==> src/hdl/transient_pkg.sv <==
// Purpose: Shared constants of the transient sense and protection stage
// Assumes: Registers sit at byte addresses on a 32-bit bus
// Notes:   Voltage codes and offsets count steps of the sense converter
package transient_pkg;

	// ==========================================================
	// Register byte offsets
	localparam logic [7:0] CTRL_OFS      = 8'h00;
	localparam logic [7:0] VCODE_OFS     = 8'h04;
	localparam logic [7:0] ALARM_OFS_OFS = 8'h08;
	localparam logic [7:0] MIDLINE_OFS   = 8'h0C;
	localparam logic [7:0] PROT_OFS_OFS  = 8'h10;
	localparam logic [7:0] FAULT_OFS     = 8'h14;
	localparam logic [7:0] STATUS_OFS    = 8'h18;

	// ==========================================================
	// Reset values
	localparam logic [1:0]  CTRL_RST      = 2'h0;
	localparam logic [15:0] VCODE_RST     = 16'h0000;
	localparam logic [7:0]  MIDLINE_RST   = 8'h00;
	localparam logic [15:0] ALARM_OFS_RST = 16'h0404;
	localparam logic [15:0] PROT_OFS_RST  = 16'h1F1F;

	// ==========================================================
	// Field positions
	localparam int OVER_LSB   = 0;
	localparam int UNDER_LSB  = 8;
	localparam int OFS_W      = 8;
	localparam int FLT_IUV    = 0;
	localparam int FLT_OUV    = 1;
	localparam int FLT_OOV    = 2;
	localparam int FLT_OT     = 3;
	localparam int FAULT_W    = 4;
	localparam int REF_LSB    = 16;

	// ==========================================================
	// Offset step size in microvolts
	localparam int STEP_UV = 7500;

	// ==========================================================
	// Peak current levels, as eighths of full scale in the top byte
	localparam logic [7:0] PEAK_LVL0 = 8'h80;
	localparam logic [7:0] PEAK_LVL1 = 8'hA0;
	localparam logic [7:0] PEAK_LVL2 = 8'hC0;
	localparam logic [7:0] PEAK_LVL3 = 8'hE0;

	// ==========================================================
	// Bus handshake states
	typedef enum logic [1:0] {
		BUS_IDLE = 2'b01,
		BUS_DONE = 2'b10
	} bus_state_e;

endpackage

==> src/hdl/window_if.sv <==
// Purpose: Carries one window comparison between its owner and its comparator
// Assumes: Limits are one bit wider than the sample
// Notes:   Above and below are registered inside the comparator
`timescale 1ns/1ps
interface window_if #(parameter int W = 10);
	logic [W-1:0] sample;
	logic         valid;
	logic [W:0]   hiLimit;
	logic [W:0]   loLimit;
	logic         above;
	logic         below;
	modport cmp (input sample, valid, hiLimit, loLimit, output above, below);
	modport ctl (output sample, valid, hiLimit, loLimit, input above, below);
endinterface
==> src/hdl/peak_limiter.sv <==
// Purpose: Pulse-by-pulse high-side current limit
// Assumes: Period start is a one-cycle pulse at the rise of the command
// Notes:   A trip holds the switch off until the next period
`timescale 1ns/1ps
module peak_limiter #(
	parameter int CUR_W = 10
) (
	// Clock and reset
	input wire logic             clock,
	input wire logic             arst_n,
	input wire logic             ce,
	// Command and current
	input wire logic             highCmd,
	input wire logic             periodStart,
	input wire logic [CUR_W-1:0] curCode,
	input wire logic             curValid,
	input wire logic [CUR_W-1:0] peakLimit,
	// Switch
	output logic                 gate,
	output logic                 limited
);
	logic gateQ, gateD, limitedQ, limitedD, trip;

	// ==========================================================
	// Trip and gate
	always_comb begin
		trip     = curValid && highCmd && (curCode > peakLimit);
		limitedD = limitedQ;
		if (periodStart) begin
			limitedD = 1'b0;
		end
		if (trip) begin
			limitedD = 1'b1;
		end
		gateD = highCmd && !limitedD;
	end

	always_ff @(posedge clock or negedge arst_n) begin
		if (!arst_n) begin
			gateQ    <= 1'b0;
			limitedQ <= 1'b0;
		end else if (ce) begin
			gateQ    <= gateD;
			limitedQ <= limitedD;
		end
	end

	assign gate    = gateQ;
	assign limited = limitedQ;
endmodule // peak_limiter

==> src/hdl/transient_response_fault_control.sv <==
// Purpose: Transient alarm sensing, output window protection and fault register
// Assumes: Sense and current codes arrive from converters on this clock
// Notes:   Pins pass four flip-flops before use
//
// The Avalon-MM register port and the register offsets are this design's own decisions.
`timescale 1ns/1ps

module transient_response_fault_control #(
	parameter int SENSE_W = 10,
	parameter int CUR_W   = 10
) (
	// Clock and reset
	input wire logic               clock,
	input wire logic               arst_n,
	input wire logic               ce,
	// Register bus
	input wire logic [7:0]         address,
	input wire logic               read,
	input wire logic               write,
	input wire logic [31:0]        writedata,
	input wire logic [3:0]         byteenable,
	output logic [31:0]            readdata,
	output logic                   waitrequest,
	// Converter samples
	input wire logic [SENSE_W-1:0] senseCode,
	input wire logic               senseValid,
	input wire logic [CUR_W-1:0]   curCode,
	input wire logic               curValid,
	// Pins
	input wire logic               highSideCmd,
	input wire logic               inputUnderVoltPin,
	input wire logic               overTempPin,
	// Alarms and drive
	output logic                   overshootAlarm,
	output logic                   undershootAlarm,
	output logic                   highSideGate,
	output logic                   faultAlert
);

	// ==========================================================
	// Parameter checks
	if (SENSE_W < 8 || SENSE_W > 16 || CUR_W < 8 || CUR_W > 16) begin : g_bad_width
		$error("SENSE_W and CUR_W must lie in 8..16");
	end

	// ==========================================================
	// Functions
	function automatic logic [SENSE_W:0] addOfs(input logic [SENSE_W-1:0] a, input logic [7:0] b);
		addOfs = {1'b0, a} + (SENSE_W+1)'(b);
	endfunction

	function automatic logic [SENSE_W:0] subOfs(input logic [SENSE_W-1:0] a, input logic [7:0] b);
		subOfs = ({1'b0, a} >= (SENSE_W+1)'(b)) ? ({1'b0, a} - (SENSE_W+1)'(b)) : '0;
	endfunction

	function automatic logic [31:0] mergeBytes(input logic [31:0] old, input logic [31:0] wd,
		input logic [3:0] be);
		mergeBytes = old;
		for (int b = 0; b < 4; b++) begin
			if (be[b]) begin
				mergeBytes[8*b +: 8] = wd[8*b +: 8];
			end
		end
	endfunction

	function automatic logic [7:0] peakLevel(input logic [1:0] sel);
		case (sel)
			2'h0: peakLevel = transient_pkg::PEAK_LVL0;
			2'h1: peakLevel = transient_pkg::PEAK_LVL1;
			2'h2: peakLevel = transient_pkg::PEAK_LVL2;
			default: peakLevel = transient_pkg::PEAK_LVL3;
		endcase
	endfunction

	// ==========================================================
	// Pin synchronisers
	logic [2:0] pinRaw, s1Q, s2Q, s3Q, pinQ, pinD;
	logic       pwmPrevQ, periodStart;

	assign pinRaw = {overTempPin, inputUnderVoltPin, highSideCmd};

	for (genvar i = 0; i < 3; i++) begin : g_pin
		assign pinD[i] = (s2Q[i] == s3Q[i]) ? s2Q[i] : pinQ[i];
	end

	always_ff @(posedge clock or negedge arst_n) begin
		if (!arst_n) begin
			s1Q      <= 3'h0;
			s2Q      <= 3'h0;
			s3Q      <= 3'h0;
			pinQ     <= 3'h0;
			pwmPrevQ <= 1'b0;
		end else if (ce) begin
			s1Q      <= pinRaw;
			s2Q      <= s1Q;
			s3Q      <= s2Q;
			pinQ     <= pinD;
			pwmPrevQ <= pinQ[0];
		end
	end

	assign periodStart = pinQ[0] && !pwmPrevQ;

	// ==========================================================
	// Registers
	logic [1:0]                ctrlQ, ctrlD;
	logic [SENSE_W-1:0]        vcodeQ, vcodeD, alarmRef;
	logic [7:0]                midQ, midD;
	logic [15:0]               alarmOfsQ, alarmOfsD, protOfsQ, protOfsD;
	logic [3:0]                faultQ, faultD, faultSet, faultClr;
	logic [31:0]               readdataQ, readdataD, curVal, merged;
	logic                      faultAlertQ, faultAlertD, wrHit, peakLimited, pwmGate;
	logic [CUR_W-1:0]          peakLimit;
	transient_pkg::bus_state_e busStateQ, busStateD;

	window_if #(.W(SENSE_W)) alarmWin ();
	window_if #(.W(SENSE_W)) protWin ();

	assign alarmRef = SENSE_W'(subOfs(vcodeQ, midQ));
	assign wrHit    = write && (busStateQ == transient_pkg::BUS_DONE);

	// Value of the register at the current address
	always_comb begin
		curVal = 32'h0000_0000;
		if (address == transient_pkg::CTRL_OFS) begin
			curVal[1:0] = ctrlQ;
		end else if (address == transient_pkg::VCODE_OFS) begin
			curVal[SENSE_W-1:0] = vcodeQ;
		end else if (address == transient_pkg::ALARM_OFS_OFS) begin
			curVal[15:0] = alarmOfsQ;
		end else if (address == transient_pkg::MIDLINE_OFS) begin
			curVal[7:0] = midQ;
		end else if (address == transient_pkg::PROT_OFS_OFS) begin
			curVal[15:0] = protOfsQ;
		end else if (address == transient_pkg::FAULT_OFS) begin
			curVal[transient_pkg::FAULT_W-1:0] = faultQ;
		end else if (address == transient_pkg::STATUS_OFS) begin
			curVal[4:0] = {pinQ[0], peakLimited, highSideGate, undershootAlarm, overshootAlarm};
			curVal[transient_pkg::REF_LSB +: 16] = 16'(alarmRef);
		end
	end

	// Next register values
	always_comb begin
		ctrlD       = ctrlQ;
		vcodeD      = vcodeQ;
		midD        = midQ;
		alarmOfsD   = alarmOfsQ;
		protOfsD    = protOfsQ;
		readdataD   = readdataQ;
		busStateD   = busStateQ;
		merged      = mergeBytes(curVal, writedata, byteenable);
		faultClr    = 4'h0;
		case (busStateQ)
			transient_pkg::BUS_IDLE: begin
				if (read || write) begin
					busStateD = transient_pkg::BUS_DONE;
					readdataD = read ? curVal : 32'h0000_0000;
				end
			end
			default: begin
				busStateD = transient_pkg::BUS_IDLE;
			end
		endcase
		if (wrHit) begin
			if (address == transient_pkg::CTRL_OFS) begin
				ctrlD = merged[1:0];
			end else if (address == transient_pkg::VCODE_OFS) begin
				vcodeD = merged[SENSE_W-1:0];
			end else if (address == transient_pkg::ALARM_OFS_OFS) begin
				alarmOfsD = merged[15:0];
			end else if (address == transient_pkg::MIDLINE_OFS) begin
				midD = merged[7:0];
			end else if (address == transient_pkg::PROT_OFS_OFS) begin
				protOfsD = merged[15:0];
			end else if (address == transient_pkg::FAULT_OFS) begin
				faultClr = writedata[3:0] & {4{byteenable[0]}};
			end
		end
		faultSet = 4'h0;
		faultSet[transient_pkg::FLT_IUV] = pinQ[1];
		faultSet[transient_pkg::FLT_OUV] = protWin.below;
		faultSet[transient_pkg::FLT_OOV] = protWin.above;
		faultSet[transient_pkg::FLT_OT]  = pinQ[2];
		faultD      = (faultQ & ~faultClr) | faultSet;
		faultAlertD = |faultD;
	end

	always_ff @(posedge clock or negedge arst_n) begin
		if (!arst_n) begin
			ctrlQ       <= transient_pkg::CTRL_RST;
			vcodeQ      <= transient_pkg::VCODE_RST[SENSE_W-1:0];
			midQ        <= transient_pkg::MIDLINE_RST;
			alarmOfsQ   <= transient_pkg::ALARM_OFS_RST;
			protOfsQ    <= transient_pkg::PROT_OFS_RST;
			faultQ      <= 4'h0;
			readdataQ   <= 32'h0000_0000;
			busStateQ   <= transient_pkg::BUS_IDLE;
			faultAlertQ <= 1'b0;
		end else if (ce) begin
			ctrlQ       <= ctrlD;
			vcodeQ      <= vcodeD;
			midQ        <= midD;
			alarmOfsQ   <= alarmOfsD;
			protOfsQ    <= protOfsD;
			faultQ      <= faultD;
			readdataQ   <= readdataD;
			busStateQ   <= busStateD;
			faultAlertQ <= faultAlertD;
		end
	end

	// ==========================================================
	// Windows
	assign alarmWin.sample  = senseCode;
	assign alarmWin.valid   = senseValid;
	assign alarmWin.hiLimit = addOfs(alarmRef, alarmOfsQ[transient_pkg::OVER_LSB +: transient_pkg::OFS_W]);
	assign alarmWin.loLimit = subOfs(alarmRef, alarmOfsQ[transient_pkg::UNDER_LSB +: transient_pkg::OFS_W]);
	assign protWin.sample   = senseCode;
	assign protWin.valid    = senseValid;
	assign protWin.hiLimit  = addOfs(alarmRef, protOfsQ[transient_pkg::OVER_LSB +: transient_pkg::OFS_W]);
	assign protWin.loLimit  = subOfs(alarmRef, protOfsQ[transient_pkg::UNDER_LSB +: transient_pkg::OFS_W]);

	window_compare u_alarm (
		.clock  (clock),
		.arst_n (arst_n),
		.ce     (ce),
		.win    (alarmWin)
	);

	window_compare u_prot (
		.clock  (clock),
		.arst_n (arst_n),
		.ce     (ce),
		.win    (protWin)
	);

	// ==========================================================
	// Peak limit
	assign peakLimit = CUR_W'(peakLevel(ctrlQ)) << (CUR_W - 8);

	peak_limiter #(.CUR_W(CUR_W)) u_peak (
		.clock       (clock),
		.arst_n      (arst_n),
		.ce          (ce),
		.highCmd     (pinQ[0]),
		.periodStart (periodStart),
		.curCode     (curCode),
		.curValid    (curValid),
		.peakLimit   (peakLimit),
		.gate        (pwmGate),
		.limited     (peakLimited)
	);

	// ==========================================================
	// Outputs
	assign readdata        = readdataQ;
	assign waitrequest     = busStateQ[0];
	assign overshootAlarm  = alarmWin.above;
	assign undershootAlarm = alarmWin.below;
	assign highSideGate    = pwmGate;
	assign faultAlert      = faultAlertQ;

	// ==========================================================
	// Checks
	logic                 ovRaw, unRaw, oovRaw;
	logic [SENSE_W-1:0]   nextRef;
	assign ovRaw   = {1'b0, senseCode} > alarmWin.hiLimit;
	assign unRaw   = {1'b0, senseCode} < alarmWin.loLimit;
	assign oovRaw  = {1'b0, senseCode} > protWin.hiLimit;
	assign nextRef = SENSE_W'(subOfs(writedata[SENSE_W-1:0], midQ));
endmodule // transient_response_fault_control

==> src/hdl/window_compare.sv <==
// Purpose: Registered window comparator on a sampled code
// Assumes: Sample and limits come from logic on the same clock
// Notes:   Levels change only on a valid sample
`timescale 1ns/1ps
module window_compare (
	// Clock and reset
	input wire logic clock,
	input wire logic arst_n,
	input wire logic ce,
	// Window
	window_if.cmp    win
);
	logic aboveQ, aboveD, belowQ, belowD;

	// ==========================================================
	// Compare
	always_comb begin
		aboveD = aboveQ;
		belowD = belowQ;
		if (win.valid) begin
			aboveD = {1'b0, win.sample} > win.hiLimit;
			belowD = {1'b0, win.sample} < win.loLimit;
		end
	end

	always_ff @(posedge clock or negedge arst_n) begin
		if (!arst_n) begin
			aboveQ <= 1'b0;
			belowQ <= 1'b0;
		end else if (ce) begin
			aboveQ <= aboveD;
			belowQ <= belowD;
		end
	end

	assign win.above = aboveQ;
	assign win.below = belowQ;
endmodule // window_compare

==> config.mk <==
export PLATFORM = sky130hd
export DESIGN_NAME = transient_response_fault_control
export DESIGN_NICKNAME = d
export VERILOG_FILES = /design/src/hdl/transient_pkg.sv /design/src/hdl/window_if.sv /design/src/hdl/peak_limiter.sv /design/src/hdl/transient_response_fault_control.sv /design/src/hdl/window_compare.sv
export SDC_FILE = /design/constraint.sdc
export NUM_CORES = 1
export LEC_CHECK = 0
export ABC_AREA = 1
export BUFFER_PORTS_ARGS = -buffer_cell sky130_fd_sc_hd__buf_2
export CAP_MARGIN = 20
export CORE_MARGIN = 1
export CORE_UTILIZATION = 40
export DETAILED_ROUTE_END_ITERATION = 10
export PLACE_DENSITY = 0.63
export SETUP_SLACK_MARGIN = 0.5
export SLEW_MARGIN = 20
export SYNTH_ARGS = -nofsm -noshare
export SYNTH_HDL_FRONTEND = slang
export SYNTH_SLANG_ARGS = --single-unit
==> constraint.sdc <==
create_clock -name clock -period 4.93 [get_ports clock]
set_input_delay 1.479 -clock clock [delete_from_list [all_inputs] [get_ports clock]]
set_output_delay 1.479 -clock clock [all_outputs]
set_load 0.005 [all_outputs]
* After elaboration in Yosys (flattened, before gate mapping)
Cells that the tools add are included.
Cells by class: reduce and logical (&&, ||, !) cells 22, equal/unequal tests 14, multiplexer cells 47, order comparisons 8, $add $sub $neg 5, bitwise operators 8
Operators with widths (number):
- 11-bit two-way mux | 7
- 24-bit two-way mux | 3
- 10-bit two-way mux | 5
- 5-bit two-way mux | 8
- 16-bit two-way mux | 2
- 32-bit two-way mux | 1
- 4-bit two-way mux | 8
- 10-bit by 8-bit >= comparator with 1-bit output | 3
- 30-bit two-way mux | 1
- 8-bit by 5-bit equality test with 1-bit output, second input constant | 3
- 8-bit two-way mux | 3
- 10-bit by 8-bit adder with 11-bit output | 2
- 10-bit by 11-bit > comparator with 1-bit output | 2
- 10-bit by 11-bit < comparator with 1-bit output | 2
- 22-bit two-way mux | 1
- 10-bit by 8-bit subtractor with 11-bit output | 2
- 7-bit one-hot mux with 3 select lines | 1
- 18-bit two-way mux | 1
- 8-bit by 4-bit equality test with 1-bit output, second input constant | 2
- 10-bit > comparator | 1
- 2-bit AND reduction | 5
- 10-bit by 8-bit subtractor with 10-bit output | 1
- 4-bit AND | 2
- 8-bit by 3-bit equality test with 1-bit output, second input constant | 1
- other kinds (20) | 37
Word-level totals: word-level logic and storage cells 126, output and inout port bits 37, register bits 110, input bits 74

* Longest topological paths before layout
Gate-level depths: netlist (run 1).
depth in word-level cells 15, depth in mapped cells 29, mapped depth without buffers 29

* By module
Synthesis (run 1) repeated with hierarchy kept, for this count alone.
Unflattened totals: cells, all modules 1193, area total of the unflattened synthesis 8560.7 sq um
By module, submodules not included:
- transient_response_fault_control | instances 1, cells each 913, sequential area each 2468.6 sq um, area each 6829.0 sq um
- window_compare | instances 2, cells each 106, sequential area each 50.0 sq um, area each 658.1 sq um
- peak_limiter | instances 1, cells each 68, sequential area each 50.0 sq um, area each 415.4 sq um

* Worst setup path before layout (run 1)
No wires, ideal clock.
path kind register to register, start point reg vcodeQ[0], end point reg u_alarm.aboveQ, in the netlist u_alarm.win.above, data required time 4812 ps, path slack 651 ps, cell stages (with the launch flop) 27, period minus slack after synthesis 4279 ps, library setup time 118 ps, data arrival time 4161 ps, path buffers 0, path through dfrtp_1 inv_1 ha_1 fa_1 inv_1 nand3_1 nand2_2 nand2_4 nand3_4 inv_1 nor2_1 ha_1 nand3_1 nand2_1 a21oi_1 o21ai_0 a21oi_1 o21bai_1 nand2_1 nand2_1 nand2_1 o211ai_1 ha_1 nand2_1 or4_1 nand4_1 nand2_1
On the way: word-level cells in the longest chain between the ends 4, elaborated cells on any way between the ends 5, those cells by class 2 x add/sub; 2 x order compare; 1 x mux
RTL lines:
- from (decl) | RTL line transient_response_fault_control.sv:107 | logic [SENSE_W-1:0] vcodeQ, vcodeD, alarmRef;
- from (signal assigned) | RTL line transient_response_fault_control.sv:192 | vcodeQ <= transient_pkg::VCODE_RST[SENSE_W-1:0];
- from (signal assigned) | RTL line transient_response_fault_control.sv:202 | vcodeQ <= vcodeD;
- 10-bit by 8-bit subtractor with 10-bit output or 10-bit by 8-bit >= comparator with 1-bit output (tied branches) | RTL line transient_response_fault_control.sv:53 | subOfs = ({1'b0, a} >= (SENSE_W+1)'(b)) ? ({1'b0, a} - (SENSE_W+1)'(b)) : '0;
- 10-bit two-way mux (*) | RTL line transient_response_fault_control.sv:53
- 10-bit by 8-bit adder with 11-bit output (*) | RTL line transient_response_fault_control.sv:49 | addOfs = {1'b0, a} + (SENSE_W+1)'(b);
- 10-bit by 11-bit > comparator with 1-bit output (*)
- to (signal assigned) | RTL line window_compare.sv:31 | aboveQ <= aboveD;
- to (decl) | RTL line window_compare.sv:13 | logic aboveQ, aboveD, belowQ, belowD;
Every way passes the cells marked *; elsewhere a longest branch is shown, timed or not. A chain may end at the register's enable or synchronous reset.

* Final worst setup path (run 1)
Same ends and word-level chain as after synthesis.

==> results of run 1 <==
synthesized netlist by cell type (7+ instances only):
library cell	instances
a31oi_1	13
nor2_1	61
nand3_1	49
nand2_2	10
clkbuf_1	13
or2_2	17
inv_1	112
dfrtp_1	91
ha_1	80
nand2_1	238
a21oi_1	47
nor2_2	10
nand4_1	9
o21ai_0	105
xor2_1	12
o221ai_1	9
dfstp_2	13
xnor2_1	7
o21ai_1	11
worst max path at each step:
stage,to,cells after the start,slack (ns),startpoint
6_report,u_alarm.win.above,27,0.76,vcodeQ[0]
5_1_grt,u_alarm.win.above,22,0.46,midQ[2]
4_1_cts,u_alarm.win.above,26,0.46,vcodeQ[0]
3_5_place_dp,u_alarm.win.above,26,0.33,vcodeQ[0]
3_3_place_gp,u_alarm.win.above,26,0.39,vcodeQ[0]
2_1_floorplan,u_alarm.win.above,26,0.65,vcodeQ[0]
tightest hold or removal path, stage by stage (launching register included):
cell     delay, ns
dfrtp_1       0.35
nand2_1       0.05
nand2_1       0.05
metal layers:
layer  vias to the layer above  routed length, um  track usage (%)
li1                       3574                  -                -
met1                      3375              10300             30.8
met2                       180               9900             35.9
met3                        40                940             2.62
met4                         0                643             9.15
met5                         -                  0                0
timing repair:
item / in CTS / in global routing
buffers inserted: 1 / 12
endpoints found under the setup margin: 4 / 4
pin swaps: 0 / 11
hold buffers: 0 / 0
endpoints found under the hold margin: 0 / 0
gates resized for setup: 5 / 33
power by group through the flow:
stage	registers (mW)	logic, mW	clock network (mW)
after floorplan	0.934	0.418	0
after global placement	0.939	0.573	0
after detailed placement	0.940	0.584	0
after CTS	0.924	0.597	0.804
after global routing	0.930	0.709	0.834
final	0.924	0.624	0.796
kinds of logic (layout without fill, tap and decap cells):
kind of cell	Yosys count	in the layout	share of synthesized area, %
simple gates	424	424	25.2
compound gates	222	222	16.6
buf+inv	146	248	7.72
flops	104	104	34.0
fa+ha+maj	85	85	14.3
xor+xnor	19	19	2.16
other cells	1	6	0.0486
mux	1	1	0.130
stage by stage:
step           setup WS [ns]  utilization, %  hold slack, ns  cell area [um2]  cells
2_1_floorplan          0.651               -           0.437             7730   1007
3_3_place_gp           0.393            44.8           0.452             8430   1340
3_5_place_dp           0.327            44.8           0.462             8430   1340
4_1_cts                0.464            46.6           0.480             8780   1357
5_1_grt                0.455            47.8           0.492             8990   1369
6_report               0.764            47.8           0.478             8990   1369
registers in the layout, indices dropped and copies added, names as in the netlist, 2 cells and up:
register and cells:
midQ 8, readdata 26, faultQ 4, busStateQ 2, ctrlQ 2, pinQ 3
s2Q 3, protOfsQ 16, vcodeQ 10, s1Q 3, alarmOfsQ 16, s3Q 3
layout make-up:
cell class                 instances  area [um2]
fill                            1899        9840
multi-input combinational        757        4650
sequential                       104        2620
timing repair buffer             110         621
inverter                         122         458
tap                              260         325
clock buffer                       9         225
clock inverter                     7        96.3
==> impl_metrics.csv, run 1 <==
group,metric,value,unit
outcome,status,"finished, final reports clean",
floorplan,design.core.area,18800,um2
drt,first_pass_iters,5,
yosys,netlist_instances,1002,
power_and_ir_drop,power_frac_seq,39.4,%
floorplan,dieArea,19800,um2
finish,nets,1263,
critical_path,worstPathMaxFanout,6,
floorplan,die_w,141,um
power_and_ir_drop,p_int,1.55,mW
finish,layout_common_cells,"238 x nand2_1, 106 x inv_1, 99 x o21ai_0",
critical_path,path_class,"reg2reg",
placed_design,dp_hpwl,17000,um
power_and_ir_drop,clkPwrFrac,34.0,%
critical_path,worstReg2RegStart,"vcodeQ[0]",
yosys,synth_edf_count,0,
grt,grt_pass1_wl,34300,um
power_and_ir_drop,pwr_density_cell,261,nW/um2
placed_design,gp_congestion,0.904,
drt,vias_per_cell,5.24,
critical_path,cpMostUsedCell,"nand2_1",
yosys,ys_ff_latch,104,
floorplan,rows,50,
drt,vias,7169,
critical_path,slowest_stage,"or4_1",
yosys,seq_area_frac_synth,34.0,%
finish,final_common_cell,"nand2_1",
critical_path,cp_data_required_time,5.18,ns
grt,overflow,0,
drt,routed_wl,21800,um
yosys,synth_area_per_cell,7.70,um2
finish,syn_to_final_growth,16.6,%
sta,rsz0062_at_grt,"false",
power_and_ir_drop,p_sw,0.789,mW
placed_design,portBuffers,86,
floorplan,die_h,141,um
grt,grt_use_total,22.4,%
power_and_ir_drop,p_total,2.34,mW
sta,finalMaxSlewViolations,0,
yosys,ys.flop_type,"dfrtp_1",
sta,tns,0,ns
clocking,clock_latency,0.36,ns
sta,timing.slew.headroom,34.6,%
grt,antenna_found_initial,0,
sta,min_period,4.17,ns
drt,avgRoutedWirePerCell,15.9,um
critical_path,timing.rr.end,"u_alarm.win.above",
yosys,synth_area_leaders,"dfrtp_1 30%, ha_1 13%, nand2_1 12%",
yosys,synthDistinctLibCells,52,
critical_path,crit_path_end_kind,"flip-flop",
min_path,whs_path_depth,2,
sta,period_share,84.5,%
drt,drt_iter0_drc,435,
yosys,synthArstFlopShare,100,%
sta,skew,0.00748,ns
min_path,holdCritStartpoint,"pwmPrevQ",
power_and_ir_drop,pwr-share-comb,26.6,%
critical_path,worst-path-buf-inv,3,
clocking,cts-root-buf,"clkbuf_16",
yosys,synth_top_cell_by_area,"dfrtp_1",
sta,worst-slew-pin-transition,0.981,ns
sta,final_hold_viol_count,0,
clocking,cts_buffers,9,
clocking,cts_tree,"built",
yosys,syn-cell-area,7710,um2
min_path,hold_class,"reg2reg",
finish,drive_gt1_share,20.4,%
floorplan,num_io_pins,111,
yosys,yosys_warnings,0,
critical_path,cp-start-kind,"flip-flop",
yosys,synth_top_area_share,29.5,%
min_path,hold_end,"pwmPrevQ",
run,cap_violations,0,
clocking,clock_sinks,104,
grt,grt_max_degree,74,
drt,drcViolationCount,0,
finish,diodes,0,
power_and_ir_drop,sw_frac_of_total,33.7,%
power_and_ir_drop,leakage,4.49,nW
power_and_ir_drop,ir_drop,0.000188,V
clocking,clockBufferDepth,2,
critical_path,r2r_setup_slack,0.76,ns
sta,setup_viol,0,
grt,grt_pass1_vias,6695,
floorplan,start_util,41.0,%
clocking,path_clk_slew,0.08,ns
critical_path,r2r_cells,27,
critical_path,cp.arrival,4.42,ns
critical_path,critPathMaxStageDelay,0.51,ns
critical_path,path_delay_family,"simple AND/OR/NAND/NOR gates",
sta,fmax,0.240,GHz
drt,antenna_left,0,
clocking,h-tree-depth,3,
No activity file was read; power rests on OpenSTA's default activity.
==> run 2: changes to the inputs <==
PLACE_DENSITY = 0.65   (was 0.63)
clock period = 3.35 ns   (was 4.93 ns; I/O delays follow)
==> run 2 against run 1 <==
Net effect: the run now ends with setup timing left; combinational power increased by 100%; utilization increased by 7.3 points; sequential cell count unchanged; worst hold slack got worse by 0.0032 ns; global-route usage increased by 0.99 points; clock skew up 0.0051 ns; count of clock-buffer cells in the layout grew 1; non-clock buffer count increased by 115; final cell count up 8.4%; die area unchanged; sequential power is 47% higher; largest cell class unchanged; largest power group unchanged; highest routed layer unchanged.
==> impl_metrics.csv, run 2 (synthesis gave the netlist of run 1 again) <==
group,metric,value,unit
outcome,status,"complete, but fails checks",
outcome,violations,"setup timing",
min_path,hold_class,"reg2reg",
critical_path,path_delay_family,"simple AND/OR/NAND/NOR gates",
clocking,cts_buffers,9,
power_and_ir_drop,clkPwrFrac,28.6,%
drt,avgRoutedWirePerCell,15.6,um
drt,vias_per_cell,5.10,
finish,final_core_util,55.1,%
power_and_ir_drop,p_sw,1.23,mW
placed_design,dp_hpwl,18100,um
power_and_ir_drop,ir_drop,0.000229,V
grt,grt.busiest_layer,"met2",
grt,grt_pass1_wl,36100,um
critical_path,path_class,"reg2reg",
critical_path,crit_path_end_kind,"flip-flop",
critical_path,startpoint,"midQ[0]",
placed_design,place_inst,1446,
finish,nFillCells,1782,
drt,routed_wl,23200,um
placed_design,portBuffers,86,
floorplan,dieArea,19800,um2
clocking,clock_sinks,104,
power_and_ir_drop,p_int,2.42,mW
floorplan,rows,50,
grt,overflow,0,
clocking,clock_latency,0.36,ns
drt,drt_iter0_drc,433,
sta,final_hold_viol_count,0,
grt,grtUsageMet1,32.3,%
placed_design,gp_congestion,0.905,
power_and_ir_drop,pwr_density_cell,352,nW/um2
power_and_ir_drop,sw_frac_of_total,33.8,%
sta,period_share,119,%
critical_path,path_depth,25,
critical_path,critPathMaxStageDelay,0.42,ns
finish,largest_reg_flops,26,
drt,vias,7566,
drt,drcViolationCount,0,
finish,syn_to_final_growth,34.5,%
clocking,cts_tree,"built",
clocking,cts-root-buf,"clkbuf_16",
grt,grt_pass1_vias,7039,
grt,grt_util_met2,38.7,%
sta,worst-slew-pin-transition,0.595,ns
critical_path,slowest_stage,"dfrtp_1",
grt,grt_max_degree,67,
sta,skew,0.0126,ns
power_and_ir_drop,p_total,3.65,mW
critical_path,r2r_setup_slack,-0.63,ns
run,cap_violations,0,
clocking,h-tree-depth,3,
finish,fin_cells,1484,
floorplan,design.core.area,18800,um2
sta,fin_ws,-0.635,ns
power_and_ir_drop,power_frac_seq,37.3,%
floorplan,num_io_pins,111,
critical_path,crit_path_end,"u_alarm.win.above",
grt,met3_usage,2.17,%
sta,fmax,0.251,GHz
sta,rsz0062_at_grt,"true",
sta,timing.slew.headroom,60.3,%
sta,min_period,3.98,ns
drt,first_pass_iters,6,
power_and_ir_drop,leakage,5.09,nW
floorplan,die_w,141,um
critical_path,cp_data_required_time,3.60,ns
sta,finalMaxSlewViolations,0,
critical_path,cp-start-kind,"flip-flop",
finish,nets,1378,
finish,layout_common_cells,"226 x nand2_1, 135 x buf_4, 103 x inv_1",
critical_path,cp.arrival,4.24,ns
critical_path,timing.rr.end,"u_alarm.win.above",
floorplan,die_h,141,um
critical_path,r2r_cells,25,
floorplan,start_util,41.0,%
drt,antenna_left,0,
clocking,path_clk_slew,0.08,ns
finish,final_common_cell,"nand2_1",
clocking,clockBufferDepth,2,
sta,setup_viol,4,
finish,diodes,0,
grt,antenna_found_initial,0,
critical_path,worst-path-buf-inv,1,
placed_design,dp_slack,-0.741,ns
grt,grt_use_total,23.4,%
sta,fin_hold_ws,0.474,ns
power_and_ir_drop,pwr-share-comb,34.1,%
finish,drive_gt1_share,33.7,%
critical_path,cpMostUsedCell,"nand2_1",
critical_path,worstPathMaxFanout,4,
critical_path,worstReg2RegStart,"midQ[0]",
[run 2: cell count changes in the layout (fill, tap and decap cells not counted), sizes merged]
| cell | before | now |
|---|---|---|
| bufinv | 1 | 0 |
| inv | 122 | 121 |
| clkinv | 5 | 6 |
| buf | 110 | 225 |
| clkbuf | 9 | 10 |
[run 2: worst register-to-register path, delay by kind of cell (launching register included)]
family                   cells  cell delay (ns)
AO/OA/AOI/OAI                8             1.05
adder cells (fa/ha/maj)      4             1.08
buffers and inverters        1             0.07
flip-flops                   1             0.42
AND/OR/NAND/NOR             12             1.26
[run 2: final cells by class]
class	count	area (um2)	share of cell area (%)
inverters	122	468	4.51
multi-input cells	757	5150	49.7
repair buffers	225	1510	14.6
clock buffers	10	229	2.21
clock inverters	6	61.3	0.591
flip-flops and latches	104	2620	25.3
well taps	260	325	3.14
[run 2: per-layer routing]
layer  share of wire [%]  wire length [um]
met5                   0                 0
met4                 2.0               463
met3                 3.0               695
met2                  48             11100
met1                  47             10900
[run 2: power groups by stage]
| stage | Combinational, mW | Clock (mW) | Sequential, mW |
|---|---|---|---|
| after global placement | 1.01 | 0 | 1.38 |
| after global routing | 1.38 | 1.10 | 1.37 |
| final | 1.25 | 1.04 | 1.36 |
| after detailed placement | 1.04 | 0 | 1.38 |
| after floorplan | 0.651 | 0 | 1.37 |
| after CTS | 1.09 | 1.06 | 1.36 |
[run 2: worst min-delay path by stage]
stage / startpoint / endpoint / slack [ns] / cells after the start
floorplan: pwmPrevQ / pwmPrevQ / 0.44 / 2
global placement: pwmPrevQ / pwmPrevQ / 0.45 / 2
detailed placement: pwmPrevQ / pwmPrevQ / 0.46 / 2
CTS: pwmPrevQ / pwmPrevQ / 0.47 / 2
global route: protOfsQ[11] / protOfsQ[11] / 0.49 / 2
finish: pwmPrevQ / pwmPrevQ / 0.47 / 2
[run 2: timing repair]
| action | 4_1_cts | 5_1_grt |
|---|---|---|
| resized for setup | 50 | 58 |
| setup buffers | 10 | 12 |
| hold buffers | 0 | 0 |
| setup endpoints to repair | 4 | 7 |
| pin swaps | 32 | 37 |
[run 2: through the flow]
step           cell area (um2)  setup TNS (ns)
2_1_floorplan             7870           -1.42
3_3_place_gp              9380           -2.59
3_5_place_dp              9380           -2.84
4_1_cts                   9960           -2.05
5_1_grt                  10400           -2.94
6_report                 10400           -2.25
